## src/verilog/spb_regs.vh

```
// Register map, field positions and reset values for the serial port block
// Included by the serial port core; holds definitions only
`ifndef SPB_REGS_VH
`define SPB_REGS_VH

// ==========================================
// Register indices, then byte offsets (offsets AXI4-Lite word aligned)
`define SPB_POWER_BAUD_CONTROL_IDX      8'h87
`define SPB_TIMER_MODE_CONTROL_IDX      8'h89
`define SPB_SERIAL_CTRL_REG_IDX      8'h98
`define SPB_OFF_POWER_BAUD_CONTROL      10'h21C
`define SPB_OFF_TIMER_MODE_CONTROL      10'h224
`define SPB_OFF_SERIAL_CTRL_REG      10'h260
`define SPB_OFF_SBUF      10'h264
`define SPB_OFF_RELOAD    10'h268
`define SPB_OFF_IEN       10'h26C

// ==========================================
// Field positions
`define SPB_POWER_BAUD_CONTROL_DBL      7
`define SPB_SERIAL_CTRL_REG_RI       0
`define SPB_SERIAL_CTRL_REG_TI       1
`define SPB_SERIAL_CTRL_REG_RB8      2
`define SPB_SERIAL_CTRL_REG_TB8      3
`define SPB_SERIAL_CTRL_REG_REN      4
`define SPB_SERIAL_CTRL_REG_SM2      5
`define SPB_SERIAL_CTRL_REG_SMB      6
`define SPB_SERIAL_CTRL_REG_SMA      7
`define SPB_RELOAD_T2SEL  16

// ==========================================
// Reset values
`define SPB_POWER_BAUD_CONTROL_RST      8'h00
`define SPB_TIMER_MODE_CONTROL_RST      8'h00
`define SPB_SERIAL_CTRL_REG_RST      8'h00
`define SPB_RELOAD_RST    17'h00000

// ==========================================
// Timing counts and AXI4-Lite response codes
`define SPB_MODE0_DIV     8'h0C
`define SPB_T1_PRESCALE   8'h0C
`define SPB_T2_PRESCALE   8'h02
`define SPB_AXI_RESP_OK   2'h0
`define SPB_AXI_RESP_ERR  2'h2

`endif

```

## src/verilog/spb_serial_port.v

```verilog
// Four-mode serial port with baud timer and AXI4-Lite register access
// Assumes one 100 MHz clock, async active-low reset, a remote async partner
//
// The AXI4-Lite interface to the registers is this design's own decision.
`timescale 1ns/1ps
`include "spb_regs.vh"

module spb_serial_port (
	// Clock and reset
	input  wire        clk,
	input  wire        resetn,
	// AXI4-Lite write address
	input  wire [9:0]  s_axi_awaddr,
	input  wire        s_axi_awvalid,
	output reg         s_axi_awready,
	// AXI4-Lite write data
	input  wire [31:0] s_axi_wdata,
	input  wire [3:0]  s_axi_wstrb,
	input  wire        s_axi_wvalid,
	output reg         s_axi_wready,
	// AXI4-Lite write response
	output reg  [1:0]  s_axi_bresp,
	output reg         s_axi_bvalid,
	input  wire        s_axi_bready,
	// AXI4-Lite read address
	input  wire [9:0]  s_axi_araddr,
	input  wire        s_axi_arvalid,
	output reg         s_axi_arready,
	// AXI4-Lite read data
	output reg  [31:0] s_axi_rdata,
	output reg  [1:0]  s_axi_rresp,
	output reg         s_axi_rvalid,
	input  wire        s_axi_rready,
	// Serial pins
	input  wire        rxd_in,
	output reg         txd_out,
	output reg         sclk_out,
	// Interrupt request
	output reg         serial_irq
);

	// ==========================================
	// Registers
	reg [7:0]  power_ctrl_reg;
	reg [7:0]  timer_mode_reg;
	reg [7:0]  serial_ctrl_reg;
	reg [16:0] reload_q;
	reg        irq_en_q;
	reg [8:0]  rx_buf_q;
	wire [1:0] smode = {serial_ctrl_reg[`SPB_SERIAL_CTRL_REG_SMA], serial_ctrl_reg[`SPB_SERIAL_CTRL_REG_SMB]};
	wire       dbl   = power_ctrl_reg[`SPB_POWER_BAUD_CONTROL_DBL];

	// ==========================================
	// AXI4-Lite slave: address and data taken in any order, answer after both
	reg        aw_hold_q, w_hold_q;
	reg [9:0]  aw_addr_q;
	reg [31:0] w_data_q;
	reg [3:0]  w_strb_q;
	wire       wr_go = aw_hold_q & w_hold_q & ~s_axi_bvalid;
	reg        tx_start_d;
	reg        ti_clr, ri_clr;
	reg        wr_ok;

	always @* begin
		wr_ok = 1'b1;
		case (aw_addr_q)
		`SPB_OFF_POWER_BAUD_CONTROL, `SPB_OFF_TIMER_MODE_CONTROL, `SPB_OFF_SERIAL_CTRL_REG,
		`SPB_OFF_SBUF, `SPB_OFF_RELOAD, `SPB_OFF_IEN: wr_ok = 1'b1;
		default: wr_ok = 1'b0;
		endcase
		tx_start_d = wr_go & w_strb_q[0] & (aw_addr_q == `SPB_OFF_SBUF);
		ti_clr = wr_go & w_strb_q[0] & (aw_addr_q == `SPB_OFF_SERIAL_CTRL_REG) & ~w_data_q[`SPB_SERIAL_CTRL_REG_TI];
		ri_clr = wr_go & w_strb_q[0] & (aw_addr_q == `SPB_OFF_SERIAL_CTRL_REG) & ~w_data_q[`SPB_SERIAL_CTRL_REG_RI];
	end

	always @(posedge clk or negedge resetn) begin
		if (!resetn) begin
			aw_hold_q     <= 1'b0;
			w_hold_q      <= 1'b0;
			aw_addr_q     <= 10'h000;
			w_data_q      <= 32'h00000000;
			w_strb_q      <= 4'h0;
			s_axi_awready <= 1'b0;
			s_axi_wready  <= 1'b0;
			s_axi_bvalid  <= 1'b0;
			s_axi_bresp   <= `SPB_AXI_RESP_OK;
		end else begin
			s_axi_awready <= ~aw_hold_q & ~s_axi_awready & s_axi_awvalid;
			s_axi_wready  <= ~w_hold_q & ~s_axi_wready & s_axi_wvalid;
			if (s_axi_awvalid & s_axi_awready) begin
				aw_hold_q <= 1'b1;
				aw_addr_q <= s_axi_awaddr;
			end
			if (s_axi_wvalid & s_axi_wready) begin
				w_hold_q <= 1'b1;
				w_data_q <= s_axi_wdata;
				w_strb_q <= s_axi_wstrb;
			end
			if (wr_go) begin
				s_axi_bvalid <= 1'b1;
				s_axi_bresp  <= wr_ok ? `SPB_AXI_RESP_OK : `SPB_AXI_RESP_ERR;
			end else if (s_axi_bvalid & s_axi_bready) begin
				s_axi_bvalid <= 1'b0;
				aw_hold_q    <= 1'b0;
				w_hold_q     <= 1'b0;
			end
		end
	end

	// Read channel; reading the data buffer has no side effect
	always @(posedge clk or negedge resetn) begin
		if (!resetn) begin
			s_axi_arready <= 1'b0;
			s_axi_rvalid  <= 1'b0;
			s_axi_rdata   <= 32'h00000000;
			s_axi_rresp   <= `SPB_AXI_RESP_OK;
		end else begin
			s_axi_arready <= ~s_axi_arready & ~s_axi_rvalid & s_axi_arvalid;
			if (s_axi_arvalid & s_axi_arready) begin
				s_axi_rvalid <= 1'b1;
				s_axi_rresp  <= `SPB_AXI_RESP_OK;
				case (s_axi_araddr)
				`SPB_OFF_POWER_BAUD_CONTROL:   s_axi_rdata <= {24'h000000, power_ctrl_reg};
				`SPB_OFF_TIMER_MODE_CONTROL:   s_axi_rdata <= {24'h000000, timer_mode_reg};
				`SPB_OFF_SERIAL_CTRL_REG:   s_axi_rdata <= {24'h000000, serial_ctrl_reg};
				`SPB_OFF_SBUF:   s_axi_rdata <= {24'h000000, rx_buf_q[7:0]};
				`SPB_OFF_RELOAD: s_axi_rdata <= {15'h0000, reload_q};
				`SPB_OFF_IEN:    s_axi_rdata <= {31'h00000000, irq_en_q};
				default: begin
					s_axi_rdata <= 32'h00000000;
					s_axi_rresp <= `SPB_AXI_RESP_ERR;
				end
				endcase
			end else if (s_axi_rvalid & s_axi_rready) begin
				s_axi_rvalid <= 1'b0;
			end
		end
	end

	// ==========================================
	// Register storage; hardware set of a done flag wins over a software clear
	wire       tx_done, rx_done;
	reg        rx_keep;

	always @(posedge clk or negedge resetn) begin
		if (!resetn) begin
			power_ctrl_reg  <= `SPB_POWER_BAUD_CONTROL_RST;
			timer_mode_reg  <= `SPB_TIMER_MODE_CONTROL_RST;
			serial_ctrl_reg <= `SPB_SERIAL_CTRL_REG_RST;
			reload_q        <= `SPB_RELOAD_RST;
			irq_en_q        <= 1'b0;
		end else begin
			if (wr_go & w_strb_q[0]) begin
				case (aw_addr_q)
				`SPB_OFF_POWER_BAUD_CONTROL: power_ctrl_reg <= w_data_q[7:0];
				`SPB_OFF_TIMER_MODE_CONTROL: timer_mode_reg <= w_data_q[7:0];
				`SPB_OFF_SERIAL_CTRL_REG: serial_ctrl_reg[7:2] <= w_data_q[7:2];
				`SPB_OFF_IEN:  irq_en_q <= w_data_q[0];
				default: ;
				endcase
			end
			if (wr_go & (aw_addr_q == `SPB_OFF_RELOAD)) begin
				if (w_strb_q[0]) reload_q[7:0] <= w_data_q[7:0];
				if (w_strb_q[1]) reload_q[15:8] <= w_data_q[15:8];
				if (w_strb_q[2]) reload_q[16] <= w_data_q[16];
			end
			if (tx_done)
				serial_ctrl_reg[`SPB_SERIAL_CTRL_REG_TI] <= 1'b1;
			else if (ti_clr)
				serial_ctrl_reg[`SPB_SERIAL_CTRL_REG_TI] <= 1'b0;
			if (rx_done & rx_keep)
				serial_ctrl_reg[`SPB_SERIAL_CTRL_REG_RI] <= 1'b1;
			else if (ri_clr)
				serial_ctrl_reg[`SPB_SERIAL_CTRL_REG_RI] <= 1'b0;
			if (rx_done & rx_keep & smode[1])
				serial_ctrl_reg[`SPB_SERIAL_CTRL_REG_RB8] <= rx_buf_q[8];
		end
	end

	// ==========================================
	// Baud timer: timer 1 auto-reload byte or timer 2 16-bit reload
	reg [7:0]  pre_q;
	reg [15:0] tcnt_q;
	reg        ovf_q, ovf_half_q;
	reg [1:0]  xtal_q;
	wire       use_t2 = reload_q[`SPB_RELOAD_T2SEL];
	wire [7:0] pre_lim = use_t2 ? `SPB_T2_PRESCALE : `SPB_T1_PRESCALE;
	reg        tick16;
	// A reload write restarts the count, else a new rate waits out the old count
	wire       rld_wr = wr_go & (aw_addr_q == `SPB_OFF_RELOAD);

	always @(posedge clk or negedge resetn) begin
		if (!resetn) begin
			pre_q      <= 8'h00;
			tcnt_q     <= 16'h0000;
			ovf_q      <= 1'b0;
			ovf_half_q <= 1'b0;
			xtal_q     <= 2'h0;
		end else begin
			xtal_q <= xtal_q + 2'h1;
			ovf_q  <= 1'b0;
			if (pre_q == pre_lim - 8'h01) begin
				pre_q <= 8'h00;
				if (use_t2 ? (tcnt_q == 16'hFFFF) : (tcnt_q[7:0] == 8'hFF)) begin
					tcnt_q     <= use_t2 ? reload_q[15:0] : {8'h00, reload_q[15:8]};
					ovf_q      <= 1'b1;
					ovf_half_q <= ~ovf_half_q;
				end else begin
					tcnt_q <= tcnt_q + 16'h0001;
				end
			end else begin
				pre_q <= pre_q + 8'h01;
			end
			if (rld_wr) begin
				pre_q  <= 8'h00;
				tcnt_q <= 16'hFFFF;
			end
		end
	end

	// Sixteen ticks per bit; mode 2 ticks from clock quarter or half
	always @* begin
		case (smode)
		2'h2:    tick16 = dbl ? xtal_q[0] : (xtal_q == 2'h3);
		default: tick16 = ovf_q & (dbl | ovf_half_q) & ~use_t2 | ovf_q & use_t2;
		endcase
	end

	// ==========================================
	// Transmitter: mode 0 shifts 8 bits with clock; others send start/data/stop
	reg [3:0] tx_sub_q;
	reg [3:0] tx_bit_q;
	reg [10:0] tx_sh_q;
	reg       tx_busy_q;
	reg       tx_done_q;
	reg [7:0] m0_cnt_q;
	wire      m0_tick = (m0_cnt_q == `SPB_MODE0_DIV - 8'h01);
	wire [3:0] tx_bits = (smode == 2'h0) ? 4'h8 : (smode[1] ? 4'hB : 4'hA);
	assign tx_done = tx_done_q;

	always @(posedge clk or negedge resetn) begin
		if (!resetn) begin
			tx_sub_q  <= 4'h0;
			tx_bit_q  <= 4'h0;
			tx_sh_q   <= 11'h7FF;
			tx_busy_q <= 1'b0;
			tx_done_q <= 1'b0;
			m0_cnt_q  <= 8'h00;
			txd_out   <= 1'b1;
			sclk_out  <= 1'b1;
		end else begin
			tx_done_q <= 1'b0;
			m0_cnt_q  <= m0_tick ? 8'h00 : m0_cnt_q + 8'h01;
			if (tx_start_d & ~tx_busy_q) begin
				tx_busy_q <= 1'b1;
				tx_bit_q  <= 4'h0;
				tx_sub_q  <= 4'h0;
				if (smode == 2'h0)
					tx_sh_q <= {3'h7, w_data_q[7:0]};
				else if (smode[1])
					tx_sh_q <= {1'b1, serial_ctrl_reg[`SPB_SERIAL_CTRL_REG_TB8], w_data_q[7:0], 1'b0};
				else
					tx_sh_q <= {2'h3, w_data_q[7:0], 1'b0};
			end else if (tx_busy_q & ((smode == 2'h0) ? m0_tick : tick16)) begin
				tx_sub_q <= tx_sub_q + 4'h1;
				if (smode == 2'h0)
					sclk_out <= ~tx_sub_q[0];
				if (tx_sub_q == 4'hF || (smode == 2'h0 && tx_sub_q[0])) begin
					tx_sub_q <= 4'h0;
					txd_out  <= tx_sh_q[0];
					tx_sh_q  <= {1'b1, tx_sh_q[10:1]};
					tx_bit_q <= tx_bit_q + 4'h1;
					if (tx_bit_q == tx_bits) begin
						tx_busy_q <= 1'b0;
						tx_done_q <= 1'b1;
						txd_out   <= 1'b1;
						sclk_out  <= 1'b1;
					end
				end
			end
		end
	end

	// ==========================================
	// Receiver: pin passes three flops, change counts when last two agree
	reg [2:0] rx_sync_q;
	reg       rx_lvl_q;
	reg       rx_busy_q;
	reg [3:0] rx_sub_q;
	reg [3:0] rx_bit_q;
	reg [9:0] rx_sh_q;
	reg       rx_done_q;
	// Stop bit is sampled too, so a low last bit cannot restart the receiver
	wire [3:0] rx_bits = smode[1] ? 4'hB : 4'hA;
	assign rx_done = rx_done_q;

	always @* begin
		rx_keep = ~(smode[1] & serial_ctrl_reg[`SPB_SERIAL_CTRL_REG_SM2] & ~rx_buf_q[8]);
	end

	always @(posedge clk or negedge resetn) begin
		if (!resetn) begin
			rx_sync_q <= 3'h7;
			rx_lvl_q  <= 1'b1;
			rx_busy_q <= 1'b0;
			rx_sub_q  <= 4'h0;
			rx_bit_q  <= 4'h0;
			rx_sh_q   <= 10'h000;
			rx_buf_q  <= 9'h000;
			rx_done_q <= 1'b0;
		end else begin
			rx_sync_q <= {rx_sync_q[1:0], rxd_in};
			if (rx_sync_q[2] == rx_sync_q[1])
				rx_lvl_q <= rx_sync_q[2];
			rx_done_q <= 1'b0;
			if (!rx_busy_q) begin
				if (serial_ctrl_reg[`SPB_SERIAL_CTRL_REG_REN] & ~rx_lvl_q & (smode != 2'h0)) begin
					rx_busy_q <= 1'b1;
					rx_sub_q  <= 4'h0;
					rx_bit_q  <= 4'h0;
				end
			end else if (~serial_ctrl_reg[`SPB_SERIAL_CTRL_REG_REN]) begin
				rx_busy_q <= 1'b0;
			end else if (tick16) begin
				rx_sub_q <= rx_sub_q + 4'h1;
				if (rx_sub_q == 4'h7) begin
					rx_sh_q  <= {rx_lvl_q, rx_sh_q[9:1]};
					rx_bit_q <= rx_bit_q + 4'h1;
					if (rx_bit_q == 4'h0 && rx_lvl_q)
						rx_busy_q <= 1'b0;
					if (rx_bit_q == rx_bits - 4'h1) begin
						rx_busy_q <= 1'b0;
						rx_done_q <= 1'b1;
						rx_buf_q  <= smode[1] ? rx_sh_q[9:1] : {rx_lvl_q, rx_sh_q[9:2]};
					end
				end
			end
		end
	end

	// ==========================================
	// Interrupt request held while either flag stands
	always @(posedge clk or negedge resetn) begin
		if (!resetn)
			serial_irq <= 1'b0;
		else
			serial_irq <= irq_en_q & (serial_ctrl_reg[`SPB_SERIAL_CTRL_REG_TI] |
				serial_ctrl_reg[`SPB_SERIAL_CTRL_REG_RI]);
	end

endmodule

```

## config.mk

```make
export PLATFORM = sky130hd
export DESIGN_NAME = spb_serial_port
export DESIGN_NICKNAME = d
export VERILOG_FILES = /design/src/verilog/spb_serial_port.v
export VERILOG_INCLUDE_DIRS = /design/src /design/src/verilog
export SDC_FILE = /design/constraint.sdc
export NUM_CORES = 1
export LEC_CHECK = 0
export ABC_CLOCK_PERIOD_IN_PS = 2700
export BUFFER_PORTS_ARGS = -buffer_cell sky130_fd_sc_hd__buf_2
export CAP_MARGIN = 20
export CORE_MARGIN = 2
export CORE_UTILIZATION = 40
export CTS_CLUSTER_DIAMETER = 60
export DETAILED_ROUTE_END_ITERATION = 12
export MAX_ROUTING_LAYER = met4
export PLACE_DENSITY = 0.64
export SYNTH_ARGS = -nofsm -noshare
export SYNTH_HDL_FRONTEND = slang
export SYNTH_SLANG_ARGS = --single-unit
```

## constraint.sdc

```tcl
create_clock -name clk -period 2.7 [get_ports clk]
set_clock_uncertainty 0.1 [all_clocks]
set_input_delay 0 -clock clk [delete_from_list [all_inputs] [get_ports clk]]
set_output_delay 0 -clock clk [all_outputs]
set_load 0.01 [all_outputs]
```

Yosys cells after proc, flatten, opt, wreduce, memory -nomap -nowiden
Index checks and enable logic that the tools add are counted.
Widths: inputs -> output; s select.

operators by class
  bitwise logic cells = 51
  muxes and demuxes = 81
  reductions and logical operators = 36
  equal/unequal tests = 26
  add/sub/neg operators = 10

operators with widths
  cell                   number
  $eq 10x10->1 const B   12
  $pmux 17 s6            1
  $mux 16                4
  $mux 4                 16
  $mux 1                 49
  $mux 11                3
  $and 1x1->1            31
  $mux 8                 3
  $reduce_bool 2->1      12
  $reduce_and 2->1       11
  $mux 10                2
  $not 1->1              17
  $add 16x1->16 const B  1
  $add 4x1->4 const B    4
  $add 8x1->8 const B    2
  $eq 16x16->1 const B   1
  $reduce_or 6->1        2
  $mux 9                 1
  $reduce_and 3->1       3
  $eq 4x4->1             2
  $eq 8x4->1 const B     1
  $eq 8x8->1             1
  $eq 8x8->1 const B     1
  $reduce_and 4->1       2
  16 further kinds       22

word-level totals
  register bits after elaboration = 208
  output and inout port bits = 44
  bits of input ports = 64
  logic and storage cells = 249

Depth between registers and ports, before layout
  depth after elaboration = 9
  gate-level depth with buffers = 7
  mapped depth without buffers = 7

Worst setup path before layout
Ideal clock, no wire load.

  path type = register to register
  from = reg s_axi_bvalid
  to = reg power_ctrl_reg[0]
  cell stages (with the launch flop) = 6
  data arrival time = 1876 ps
  path buffers = 1
  period minus slack after synthesis = 2101 ps
  setup slack = 599 ps
  path through = dfrtp_1 nand3b_4 or3_1 buf_2 nor4_4 mux2_2

on the way
  word-level cells in the longest chain between the ends = 4

RTL lines
  element                     line                   text
  start, declared             spb_serial_port.v:23   output reg s_axi_bvalid,
  start signal, assigned      spb_serial_port.v:85   s_axi_bvalid <= 1'b0;
  start signal, assigned      spb_serial_port.v:100  s_axi_bvalid <= 1'b1;
  start signal, assigned      spb_serial_port.v:103  s_axi_bvalid <= 1'b0;
  $not 1->1                   spb_serial_port.v:59   wire wr_go = aw_hold_q & w_hold_q & ~s_axi_bvalid;
  $and 1x1->1                 spb_serial_port.v:59
  $and 1x1->1                 spb_serial_port.v:153  if (wr_go & w_strb_q[0]) begin
  $reduce_and 2->1 (no line)  n/a
  end signal, assigned        spb_serial_port.v:147  power_ctrl_reg <= `SPB_POWER_BAUD_CONTROL_RST;
  end signal, assigned        spb_serial_port.v:155  `SPB_OFF_POWER_BAUD_CONTROL: power_ctrl_reg <= w_data_q[7:0];
  end, declared               spb_serial_port.v:44   reg [7:0] power_ctrl_reg;

Every way passes these cells.
A chain may end at the register's enable or synchronous reset.

Worst setup path after layout
  from = reg m0_cnt_q[0]
  to = reg tx_bit_q[0]

on the way
  word-level cells in the longest chain between the ends = 5

RTL lines
  element                      line                   text
  start, declared              spb_serial_port.v:236  reg [7:0] m0_cnt_q;
  start signal, assigned       spb_serial_port.v:253  m0_cnt_q <= m0_tick ? 8'h00 : m0_cnt_q + 8'h01;
  $eq 8x4->1                   spb_serial_port.v:237  wire m0_tick = (m0_cnt_q == `SPB_MODE0_DIV - 8'h01);
  $mux 1                       spb_serial_port.v:264  end else if (tx_busy_q & ((smode == 2'h0) ? m0_tick : tick16)) begin
  $and 1x1->1                  spb_serial_port.v:264
  $reduce_bool 2->1 (no line)  n/a
  $reduce_and 2->1 (no line)   n/a
  end signal, assigned         spb_serial_port.v:272  tx_bit_q <= tx_bit_q + 4'h1;
  end, declared                spb_serial_port.v:232  reg [3:0] tx_bit_q;

Every way passes these cells.

==> results by group <==
Outcome
  – Status: completed

STA
  – Slew Viols, Final: 0
  – RSZ-0062 raised after global routing: false
  – Setup tns final: 0 ns
  – Final setup vio count: 0
  – Slew Limit Headroom: 52.0%
  – Worst-case hold slack: 0.0522 ns
  – Final Hold Fails: 0
  – Crit path time final: 2.38 ns
  – Achievable Freq: 0.421 GHz
  – Final worst-path cycle share: 88.0%
  – Final WS setup: 0.323 ns
  – Worst-Margin Slew: 0.720 ns

Drt
  – Via count: 6,584
  – Initial DRC count: 404
  – Via density: 5.60
  – Wire per inst: 17.7 um
  – Initial DRT Pass Iterations: 5
  – DRC: 0
  – Routed WL: 20.8 mm
  – ANT nets after route: 0

Layout
  – Util after Layout: 48.9%
  – Layout Nets: 958
  – Layout Area Growth over Synthesis: 18.9%
  – Ant diodes: 0
  – Layout cell share with drive strength beyond 1: 28.6%
  – Largest regs: reload_q x17, s_axi_rdata x17, w_data_q x17
  – Fill cells: 1,897

Floorplan
  – Die area: 23,800 sq um
  – Die Ht: 154 um
  – Ports: 108
  – Die Span X: 154 um
  – Initial Utilization: 41.1%
  – Core box area: 22,000 sq um
  – Site Rows: 54

Clock network
  – CTS tree: built
  – Resize count post-CTS: 0
  – Largest buffer count on any clock path: 2
  – H-Tree Depth: 4
  – Clk sinks: 189
  – Clock slew at reported path FFs: 0.07 ns
  – Root Buffer: clkbuf_16
  – Worst skew pair latency: 0.44 ns
  – Number of CTS-inserted buffers: 17

Critical path
  – Worst setup SP type: flip-flop
  – Worst Path Class, Setup: reg2reg
  – CP Max Fanout: 10
  – WP data required: 2.95 ns
  – CP Data Arrival Time: 2.63 ns
  – Critical Path Sink Type: flip-flop

Yosys
  – Distinct cells, synth: 78
  – Syn Area/Cell: 11.8 sq um
  – Share of the synthesized area in the top cell type: 48.0%
  – Register area share after synthesis: 52.6%
  – Post-synth EDFFs: 0
  – Asr flop ratio synth: 100%
  – Cells after Synth: 764
  – Synth Flop Type: dfrtp_1
  – Dominant cell type by area after synthesis: dfrtp_1
  – Ys Warns: 0
  – Top post-synthesis cells by area: dfrtp_1, mux2_2, dfstp_2
  – Flops & latches, synth: 189
  – Post-Syn Area: 9030 sq um

GRT
  – Vias in the first global route: 6,424
  – GRT Util Overall: 19.0%
  – Antenna violations before repair: 0
  – Final global-route overflow total: 0
  – First-pass GRT wire length: 34.9 mm
  – Largest net degree at the start of global routing: 89

Min path
  – HP Class: in2reg

Pwr
  – VDD IR-drop max: 560 uV
  – Pwr per Cell Area: 695 nW/um^2
  – Leak: 0.00491 uW

Placed design
  – Port bufs: 74
  – HPWL after detailed placement: 13.8 mm
  – RePlAce Congestion: 0.843
  – Worst slack, placed: 0.341 ns

Job
  – Max_cap viols: 0
critical path, cell delays in order, from the launching register on:
cell,delay [ns]
dfrtp_1,0.39
ha_1,0.24
or3b_2,0.47
o21ai_1,0.17
o311ai_1,0.21
buf_4,0.24
nor2_4,0.24
mux2i_1,0.24
final cells by class:
cell class              instances  area, sq um  area share (%)
inverters                      13         48.8           0.455
repair buffers                135          947            8.83
clock inverters                 9          136            1.27
multi-input cells             529         4020            37.4
flip-flops and latches        189         4750            44.3
clock buffers                  21          480            4.48
well taps                     280          350            3.26
logic make-up (layout without fill, tap and decap cells):
group                    after synthesis  after routing  share of synthesized area (%)
other                                  1             17                         0.0415
AND/OR/NAND/NOR                      202            202                           12.8
multiplexers                         130            130                           15.9
AO/OA/AOI/OAI                        153            153                           12.1
adder cells (fa/ha/maj)               10             10                           1.36
buffers and inverters                 62            178                           3.53
flip-flops                           189            189                           52.6
XOR/XNOR                              17             17                           1.65
cell usage after synthesis, drive strengths merged (3+ instances only):
library cell,number
nand3b,3
nand2b,6
clkbuf,17
nand3,33
and4,5
or3,3
nand4,6
nor4,7
a221oi,10
o21ai,30
nor3b,8
a21oi,29
mux2,108
and4b,3
a32oi,11
nor2b,4
o2111ai,4
a21o,4
xor2,10
o311ai,3
dfstp,16
a22o,10
dfrtp,173
inv,13
o221ai,7
nor4b,4
a22oi,3
a31oi,6
xnor2,7
and3,10
and2,3
nand2,46
mux2i,22
nor2,45
ha,9
o311a,3
a211oi,9
o211ai,5
nor3,7
buf,32
final timing paths:
path	endpoint	cells after the start	slack [ns]	startpoint
min in group asynchronous	tx_sub_q[2]	2	0.08	resetn
hold / removal	s_axi_rdata[0]	4	0.05	s_axi_araddr[5]
setup / recovery	tx_bit_q[0]	7	0.32	m0_cnt_q[0]
hold reg to reg	rx_sync_q[1]	0	0.26	rx_sync_q[0]
setup reg to reg	tx_bit_q[0]	7	0.32	m0_cnt_q[0]
max in group asynchronous	pre_q[2]	3	1.56	resetn
per-layer routing:
| metal | global-route usage, % | part of all wire [%] | wire length (um) |
|---|---|---|---|
| met1 | 26.1 | 47 | 9720 |
| met2 | 28.8 | 48 | 9910 |
| met3 | 3.00 | 3.6 | 752 |
| met4 | 6.94 | 2.0 | 407 |
| met5 | - | 0 | 0 |
power breakdown:
| group | internal, uW | total [uW] | switching (uW) |
|---|---|---|---|
| registers | 3240 | 3760 | 524 |
| clock network | 1550 | 2620 | 1070 |
| logic | 570 | 1080 | 513 |
stage by stage:
step / area [sq um] / cells / total power, uW
2_1_floorplan: 9090 / 780 / 4360
3_3_place_gp: 9720 / 1107 / 4800
3_5_place_dp: 9720 / 1107 / 4840
4_1_cts: 10700 / 1176 / 7510
5_1_grt: 10700 / 1176 / 7850
6_report: 10700 / 1176 / 7460
placed cells by master (no fill, tap or decap), types with 13 or more instances in the layout:
master         synthesis  final
conb_1                 1     17
a21oi_1               29     29
o21ai_0               28     28
buf_2                  7     73
nand2_1               45     45
dfstp_2               16     16
mux2_2                98     98
nor2_1                44     44
dfrtp_1              173    173
nand3_1               33     33
dlygate4sd3_1          0     39
mux2i_1               22     22
inv_1                 13     13
clkbuf_16              0     17
buf_4                 20     21
repair_timing:
action	4_1_cts	5_1_grt
hold buffers	39	0
buffers inserted	0	0
endpoints found under the hold margin	124	0
Note: power is estimated with default switching activity, not from simulation.
